$ cat src/hdl/stp_cfg.svh
// register offsets, field positions and timing constants of the shared timer prescaler
`ifndef STP_CFG_SVH
`define STP_CFG_SVH
`define STP_GTC_DATA_ADDR   8'h43
`define STP_GTC_PORT_ADDR   8'h23
`define STP_PORT_OFFSET     8'h20
`define STP_GTC_RESET       8'h00
`define STP_BIT_SYNC_HOLD   7
`define STP_BIT_ASYNC_RST   1
`define STP_BIT_SHARED_RST  0
`define STP_CS_STOP         3'h0
`define STP_CS_DIRECT       3'h1
`define STP_CS_DIV8         3'h2
`define STP_CS_DIV64        3'h3
`define STP_CS_DIV256       3'h4
`define STP_CS_DIV1024      3'h5
`define STP_CS_EXT_FALL     3'h6
`define STP_CS_EXT_RISE     3'h7
`define STP_DIV_W           10
`define STP_DIV_ZERO        10'h000
`define STP_DIV_ONE         10'h001
`define STP_TAP8_MASK       10'h007
`define STP_TAP64_MASK      10'h03F
`define STP_TAP256_MASK     10'h0FF
`define STP_TAP1024_MASK    10'h3FF
`define STP_NUM_TIMERS      4
`endif

$ cat src/hdl/stp_pkg.sv
// types of the shared timer prescaler
package stp_pkg;
    typedef logic [2:0] stp_sel_t;

    typedef struct packed {
        logic       syncHold;
        logic       asyncRst;
        logic       sharedRst;
    } stp_ctrl_t;

    typedef struct packed {
        logic [9:0] divCount;
        stp_ctrl_t  ctrl;
        logic       pinSync1;
        logic       pinSync2;
        logic       pinPrev;
        logic [3:0] countPulse;
        logic       asyncRstOut;
    } stp_state_t;

    typedef struct packed {
        logic       wrEn;
        logic       rdEn;
        logic       portSpace;
        logic [7:0] addr;
        logic [7:0] wrData;
    } stp_bus_t;
endpackage

$ cat src/hdl/shared_timer_prescaler.sv
// shared prescaler, external count pin sampling and clock select for four timers
`include "stp_cfg.svh"
module shared_timer_prescaler
    import stp_pkg::*;
(
    input  wire logic                   clk,
    input  wire logic                   resetn,
    input  wire stp_bus_t               bus,
    output logic [7:0]                  rdData,
    input  wire stp_sel_t [3:0]         clockSourceSelect,
    input  wire logic [3:0]             pinForTimer,
    input  wire logic [1:0]             externalCountPin,
    input  wire logic                   asyncTimerMode,
    input  wire logic                   asyncResetDone,
    output logic [3:0]                  timerCountPulse,
    output logic                        asyncDividerReset,
    output logic [9:0]                  dividerValue
);

    ////////////////////////////////////////////////////////////////////////////
    stp_state_t stateFf;
    stp_state_t nxtState;
    logic       hit;
    logic       wrCtrl;
    logic [1:0] pinRise;
    logic [1:0] pinFall;
    logic       divReset;
    logic [1:0] syncA;
    logic [1:0] syncB;
    logic [1:0] prevQ;

    // a tap fires when the low bits of the running divider wrap to zero
    function automatic logic tapFires(input logic [9:0] cnt, input logic [9:0] mask);
        tapFires = ((cnt & mask) == (mask & `STP_DIV_ZERO));
    endfunction

    function automatic logic regHit(input stp_bus_t b);
        if (b.portSpace) begin
            regHit = (b.addr == `STP_GTC_PORT_ADDR) && (b.addr + `STP_PORT_OFFSET == `STP_GTC_DATA_ADDR);
        end else begin
            regHit = (b.addr == `STP_GTC_DATA_ADDR);
        end
    endfunction

    ////////////////////////////////////////////////////////////////////////////
    // two pins are held as separate synchroniser chains outside the state struct
    logic [1:0] pinSyncFirstFf;
    logic [1:0] pinSyncSecondFf;
    logic [1:0] pinPrevFf;

    always_ff @(posedge clk) begin
        if (!resetn) begin
            pinSyncFirstFf  <= 2'h0;
            pinSyncSecondFf <= 2'h0;
            pinPrevFf       <= 2'h0;
        end else begin
            pinSyncFirstFf  <= externalCountPin;
            pinSyncSecondFf <= pinSyncFirstFf;
            pinPrevFf       <= pinSyncSecondFf;
        end
    end

    assign syncA   = pinSyncSecondFf;
    assign syncB   = pinPrevFf;
    assign prevQ   = syncB;
    assign pinRise = syncA & ~prevQ;
    assign pinFall = ~syncA & prevQ;

    ////////////////////////////////////////////////////////////////////////////
    assign hit      = regHit(bus);
    assign wrCtrl   = bus.wrEn && hit;
    assign divReset = stateFf.ctrl.sharedRst;

    always_comb begin
        nxtState = stateFf;
        // free-running divider, only the shared reset bit restarts it
        if (divReset) begin
            nxtState.divCount = `STP_DIV_ZERO;
        end else begin
            nxtState.divCount = stateFf.divCount + `STP_DIV_ONE;
        end

        // control register: hold mode keeps reset bits, otherwise sharedRst self-clears and asyncRst clears unless an async reset is still pending
        if (wrCtrl) begin
            nxtState.ctrl.syncHold  = bus.wrData[`STP_BIT_SYNC_HOLD];
            nxtState.ctrl.sharedRst = bus.wrData[`STP_BIT_SHARED_RST];
            nxtState.ctrl.asyncRst  = bus.wrData[`STP_BIT_ASYNC_RST];
            if (!bus.wrData[`STP_BIT_SYNC_HOLD]) begin
                nxtState.ctrl.sharedRst = bus.wrData[`STP_BIT_SHARED_RST] && !stateFf.ctrl.syncHold;
                nxtState.ctrl.asyncRst  = bus.wrData[`STP_BIT_ASYNC_RST] && !stateFf.ctrl.syncHold;
            end
        end else if (!stateFf.ctrl.syncHold) begin
            nxtState.ctrl.sharedRst = 1'b0;
            if (!asyncTimerMode || asyncResetDone) begin
                nxtState.ctrl.asyncRst = 1'b0;
            end
        end

        // per-timer clock select into a one-cycle count enable
        for (int t = 0; t < `STP_NUM_TIMERS; t++) begin
            logic ext;
            logic rise;
            logic fall;
            ext  = 1'b0;
            rise = pinRise[pinForTimer[t]];
            fall = pinFall[pinForTimer[t]];
            case (clockSourceSelect[t])
                `STP_CS_STOP:     ext = 1'b0;
                `STP_CS_DIRECT:   ext = 1'b1;
                `STP_CS_DIV8:     ext = !divReset && tapFires(stateFf.divCount, `STP_TAP8_MASK);
                `STP_CS_DIV64:    ext = !divReset && tapFires(stateFf.divCount, `STP_TAP64_MASK);
                `STP_CS_DIV256:   ext = !divReset && tapFires(stateFf.divCount, `STP_TAP256_MASK);
                `STP_CS_DIV1024:  ext = !divReset && tapFires(stateFf.divCount, `STP_TAP1024_MASK);
                `STP_CS_EXT_FALL: ext = fall;
                `STP_CS_EXT_RISE: ext = rise;
                default:          ext = 1'b0;
            endcase
            nxtState.countPulse[t] = ext;
        end
        nxtState.asyncRstOut = nxtState.ctrl.asyncRst;
        nxtState.pinSync1    = 1'b0;
        nxtState.pinSync2    = 1'b0;
        nxtState.pinPrev     = 1'b0;
    end

    always_ff @(posedge clk) begin
        if (!resetn) begin
            stateFf <= '0;
        end else begin
            stateFf <= nxtState;
        end
    end

    ////////////////////////////////////////////////////////////////////////////
    assign timerCountPulse   = stateFf.countPulse;
    assign asyncDividerReset = stateFf.asyncRstOut;
    assign dividerValue      = stateFf.divCount;

    always_comb begin
        rdData = `STP_GTC_RESET;
        if (bus.rdEn && hit) begin
            rdData[`STP_BIT_SYNC_HOLD]  = stateFf.ctrl.syncHold;
            rdData[`STP_BIT_ASYNC_RST]  = stateFf.ctrl.asyncRst;
            rdData[`STP_BIT_SHARED_RST] = stateFf.ctrl.sharedRst;
        end
    end
endmodule

$ cat config.mk
export PLATFORM = sky130hd
export DESIGN_NAME = shared_timer_prescaler
export DESIGN_NICKNAME = d
export VERILOG_FILES = /design/src/hdl/stp_pkg.sv /design/src/hdl/shared_timer_prescaler.sv
export VERILOG_INCLUDE_DIRS = /design/src /design/src/hdl
export SDC_FILE = /design/constraint.sdc
export NUM_CORES = 1
export LEC_CHECK = 0
export BUFFER_PORTS_ARGS = -buffer_cell sky130_fd_sc_hd__buf_2
export CAP_MARGIN = 10
export CORE_ASPECT_RATIO = 1.75
export CORE_MARGIN = 4
export CORE_UTILIZATION = 47
export DETAILED_ROUTE_END_ITERATION = 10
export PLACE_DENSITY = 0.86
export SYNTH_ARGS = -nofsm -noshare
export SYNTH_HDL_FRONTEND = slang
export SYNTH_SLANG_ARGS = --single-unit
$ cat constraint.sdc
create_clock -name clk -period 2.8 [get_ports clk]
set_clock_uncertainty 0.1 [all_clocks]
set_input_delay 0.14 -clock clk [delete_from_list [all_inputs] [get_ports clk]]
set_output_delay 0.14 -clock clk [all_outputs]
set_load 0.005 [all_outputs]
After elaboration in Yosys (flattened, before gate mapping)
Index checks and enable logic that the tools add are counted.

Order comparisons: 4. Equal/unequal tests: 32. Bitwise gates (word level): 5. Add/sub/neg operators: 2. $mul: 0. Reductions and logical operators: 24. Shift-type cells: 0. Muxes and demuxes: 27. Divide/modulo/power cells: 0.

Operators by type and width (number): 3-bit == test, second input constant (16); 10-bit logical NOT (4); 1-bit case mux with 8 select lines (4); 3-bit by 2-bit == test with 1-bit output, second input constant (8); 1-bit 2-to-1 mux (19); 8-bit by 7-bit == test with 1-bit output, second input constant (2); 3-bit by 1-bit == test with 1-bit output, second input constant (4); 3-bit logical NOT (4); 10-bit by 1-bit adder with 10-bit output, second input constant (1); 1-bit logical AND (9); 8-bit by 6-bit adder with 8-bit output, second input constant (1); 8-bit by 6-bit == test with 1-bit output, second input constant (1); 1-bit by 2-bit less-than comparator with 1-bit output, second input constant (4); 2-bit 2-to-1 mux (4); 2-bit AND (2); 2-bit NOT (2); 1-bit logical NOT (3); 2-bit by 1-bit inequality test with 1-bit output, second input constant (1); 2-bit AND reduction (1); 2-bit nonzero test (1); 2-bit OR reduction (1); 1-bit logical OR (1); 1-bit NOT (1).

Memories: 0. ROM bits: 0. Latch bits: 0. Bits in writable memories: 0. Register bits: 23.

Longest topological paths before layout
Word-level depth: 7. Depth in mapped cells: 6. Mapped depth without buffers: 6.

Least setup slack after synthesis
No wires, ideal clock.

Path kind: register -> register. Start point: register stateFf, in the netlist dividerValue[0]. End point: register stateFf, in the netlist timerCountPulse[0]. Stages on the path, launching flop included: 7. Library setup time: 0.116 ns. Clock period less this slack: 1.359 ns. Setup slack: 1.441 ns. Path buffers: 0. Arrival: 1.143 ns. Cell sequence: dfxtp_1 > inv_1 > ha_1 > nor3b_2 > nand2_1 > a31oi_1 > o211a_1.

Longest elaborated chain between the ends: 3.

Ends and longest elaborated chain: start, declared (RTL line shared_timer_prescaler.sv:21) `stp_state_t stateFf;`; start signal, assigned (RTL line shared_timer_prescaler.sv:130) `stateFf <= nxtState;`; 10-bit logical NOT (RTL line shared_timer_prescaler.sv:34) `` tapFires = ((cnt & mask) == (mask & `STP_DIV_ZERO)); ``; 1-bit logical AND (on tied branches); 1-bit case mux with 8 select lines * (RTL line shared_timer_prescaler.sv:107) `case (clockSourceSelect[t])`.

Mark *: on every way between the ends. The rest lies on a longest branch, timed or not. A chain may end at the register's enable or synchronous reset.

Worst setup path in the final report
Start point: register stateFf, in the netlist dividerValue[0]. End point: register stateFf, in the netlist timerCountPulse[2].

The elaborated chain is that of the path after synthesis.

==> reports/results.ini <==
[routing]
drcViolationCount = 0
vias_per_cell = 5.502
drtIter0Drc = 27
dr.pass1.iters = 4
vias = 1282
wl_per_cell_um = 13.35
postRouteWirelength_mm = 3.110
ant_nets = 0

[power_and_ir_drop]
vdd_ir_drop_max_v = 0.0002624
leakagePower_nw = 0.7890
p_per_area_mw_per_mm2 = 399.7
power.total_w = 0.0006647

[cells_and_area]
layout-drive-gt1-share = 0.2976
finalNetCount = 250
fillers = 306
final_common_cell = buf_2
diodes = 0
final_cell_mix = buf_2, dfxtp_1, nor2_1
synthToLayoutAreaGrowth_pct = 15.77

[timing]
timing.fmax_mhz = 601.3
rsz0062_at_grt = false
slew_violations = 0
setup_viol = 0
finalHoldViolCount = 0
fin_tns_setup_ns = 0
finalCritPeriodShare = 0.5940
period_needed_ns = 1.663

[critical_path]
cp_max_fo = 5
crit_slowest_cell = dfxtp_1
path_class = reg2reg
slowest_delay_ns = 0.35
crit_arrival_ns = 1.77
crit_required_ns = 2.91
start_kind = flop
crit_chain = inv_1, ha_1, nor3b_2, nand2_1, a31oi_1, o211a_1
endpoint_kind = flop

[global_routing]
grt_pass1_vias = 1148
grt_antenna_before_repair = 0
grt_pass1_wl_mm = 4.988
grt_max_degree = 18
grt_use_total = 0.1585
grt_overflow = 0

[synthesis]
synthTopCellsByArea = dfxtp_1, buf_4, nor3b_1
yosysTopAreaCell = dfxtp_1
syn-cell-area_sq_mm = 0.001436
synth_top_flop_cell = dfxtp_1
synth_edf_count = 0
postSynthCellCount = 164
synthDominantCellAreaShare = 0.3206
ys_seq_area_frac = 0.3206
avgSynthCellArea_sq_um = 8.758
synth-compound-area-share = 0.1176
synth_xor_area_frac = 0.04878
synth_mux_area_frac = 0.02091
synth_cell_types = 30
synthArstFlopShare = 0
synthAdderAreaFrac = 0.02613
synth-simple-area-share = 0.3484
synth_top_family_by_area = simple AND/OR/NAND/NOR gates
synth_warnings = 0
synth.ff_latch_count = 23

[cts]
cts_root_buf = clkbuf_8
cts_buffers = 3
clk_latency_ns = 0.26
cts_tree = built
htreeDepth = 1
cts.sinks = 23
path_clk_slew_ns = 0.08
clockBufferDepth = 2
cts-resized-gates = 0

[floorplan]
dieWidth_um = 49.79
io_pins = 64
core_area_sq_mm = 0.002928
die_h_um = 81.13
start_util = 0.4906
rows = 26
die_area_sq_mm = 0.004039

[worst_hold_path]
min_path_type = in2reg

[status]
status = finished, final reports clean

[placed_design]
port_buffers = 53
place_hpwl_mm = 2.406
routabilityCongestion = 0.8305

[run]
maxCapViolations = 0

per-stage QoR:
step | worst slack, ns | std cells | hold WS (ns) | util | instance area, sq um
2_1_floorplan | 1.441 | 168 | 0.1673 | - | 1451
3_3_place_gp | 1.193 | 227 | 0.2467 | 0.5457 | 1598
3_5_place_dp | 1.149 | 227 | 0.2524 | 0.5457 | 1598
4_1_cts | 1.127 | 233 | 0.01450 | 0.5679 | 1663
5_1_grt | 0.9638 | 233 | 0.02774 | 0.5679 | 1663
6_report | 1.137 | 233 | 0.02370 | 0.5679 | 1663
kinds of logic (layout without fill, tap and decap cells):
family                     count (synthesis)  after routing
DFF                                       23             23
and+or+nand+nor                           75             75
AOI/OAI and AO/OA                         26             26
adders and majority gates                  3              3
buffers and inverters                     25             62
xor gates and xnor gates                   8              8
muxes                                      3              3
other                                      1              5
Yosys cell counts, types with 4 or more instances:
cell and count:
and3b_1 8, nor2_1 11, o211ai_1 5, nand3_1 7, and3_1 5, nor2b_1 5, a21oi_1 4, and2_1 6
nor3b_1 10, nand4b_1 4, o211a_1 4, buf_4 19, nand2_1 4, a31oi_1 5, dfxtp_1 23, xor2_1 6
o21ai_0 8, nand4_1 6
worst max-delay path: cells and delay by family, from the launching register on:
kind                     cells  cell delay, ns
AND/OR/NAND/NOR              2            0.54
buffers and inverters        1            0.07
adder cells (fa/ha/maj)      1            0.15
AO/OA/AOI/OAI                2            0.39
flip-flops                   1            0.35
layer usage:
layer / GRT usage / wire length, um / up-vias / part of all wire
li1: - / - / 654 / -
met1: 0.1659 / 1196 / 578 / 0.38
met2: 0.2984 / 1658 / 46 / 0.53
met3: 0.02936 / 211 / 4 / 0.068
met4: 0.07479 / 44 / 0 / 0.014
met5: 0 / 0 / - / 0
timing repair:
action	in CTS	in global routing
endpoints found under the setup margin	0	0
hold endpoints to repair	2	0
buffers inserted	0	0
hold buffers	2	0
power by group:
part	switching [W]	leakage, nW	total, W	internal (W)
combinational	0.0000542	0.578	0.000111	0.0000566
sequential	0.0000102	0.188	0.000350	0.000339
clock	0.000103	0.0228	0.000204	0.000102
total	0.000167	0.789	0.000665	0.000497
flip-flops by register name, indices dropped and copies added (netlist names):
name and cells:
divReset 1, timerCountPulse 4, dividerValue 10, pinPrevFf 2, pinSyncFirstFf 2, pinSyncSecondFf 2, stateFf 2
layout make-up:
class / instances / area, sq um / share of cell area
Multi-Input combinational cell: 120 / 825.8 / 0.4966
Sequential cell: 23 / 460.4 / 0.2769
Tap cell: 28 / 35.03 / 0.02107
Clock buffer: 4 / 45.04 / 0.02709
Inverter: 3 / 11.26 / 0.006772
Timing Repair Buffer: 55 / 285.3 / 0.1716
path summary, 6_finish.rpt:
path / startpoint / end / slack, ns / depth (start not counted)
max reg2reg: dividerValue[0] / timerCountPulse[2] / 1.14 / 6
min reg2reg: pinSyncFirstFf[1] / pinSyncSecondFf[1] / 0.34 / 1
max: dividerValue[0] / timerCountPulse[2] / 1.14 / 6
min: bus[7] / stateFf[10] / 0.02 / 3
(Power assumes the default switching activity.)
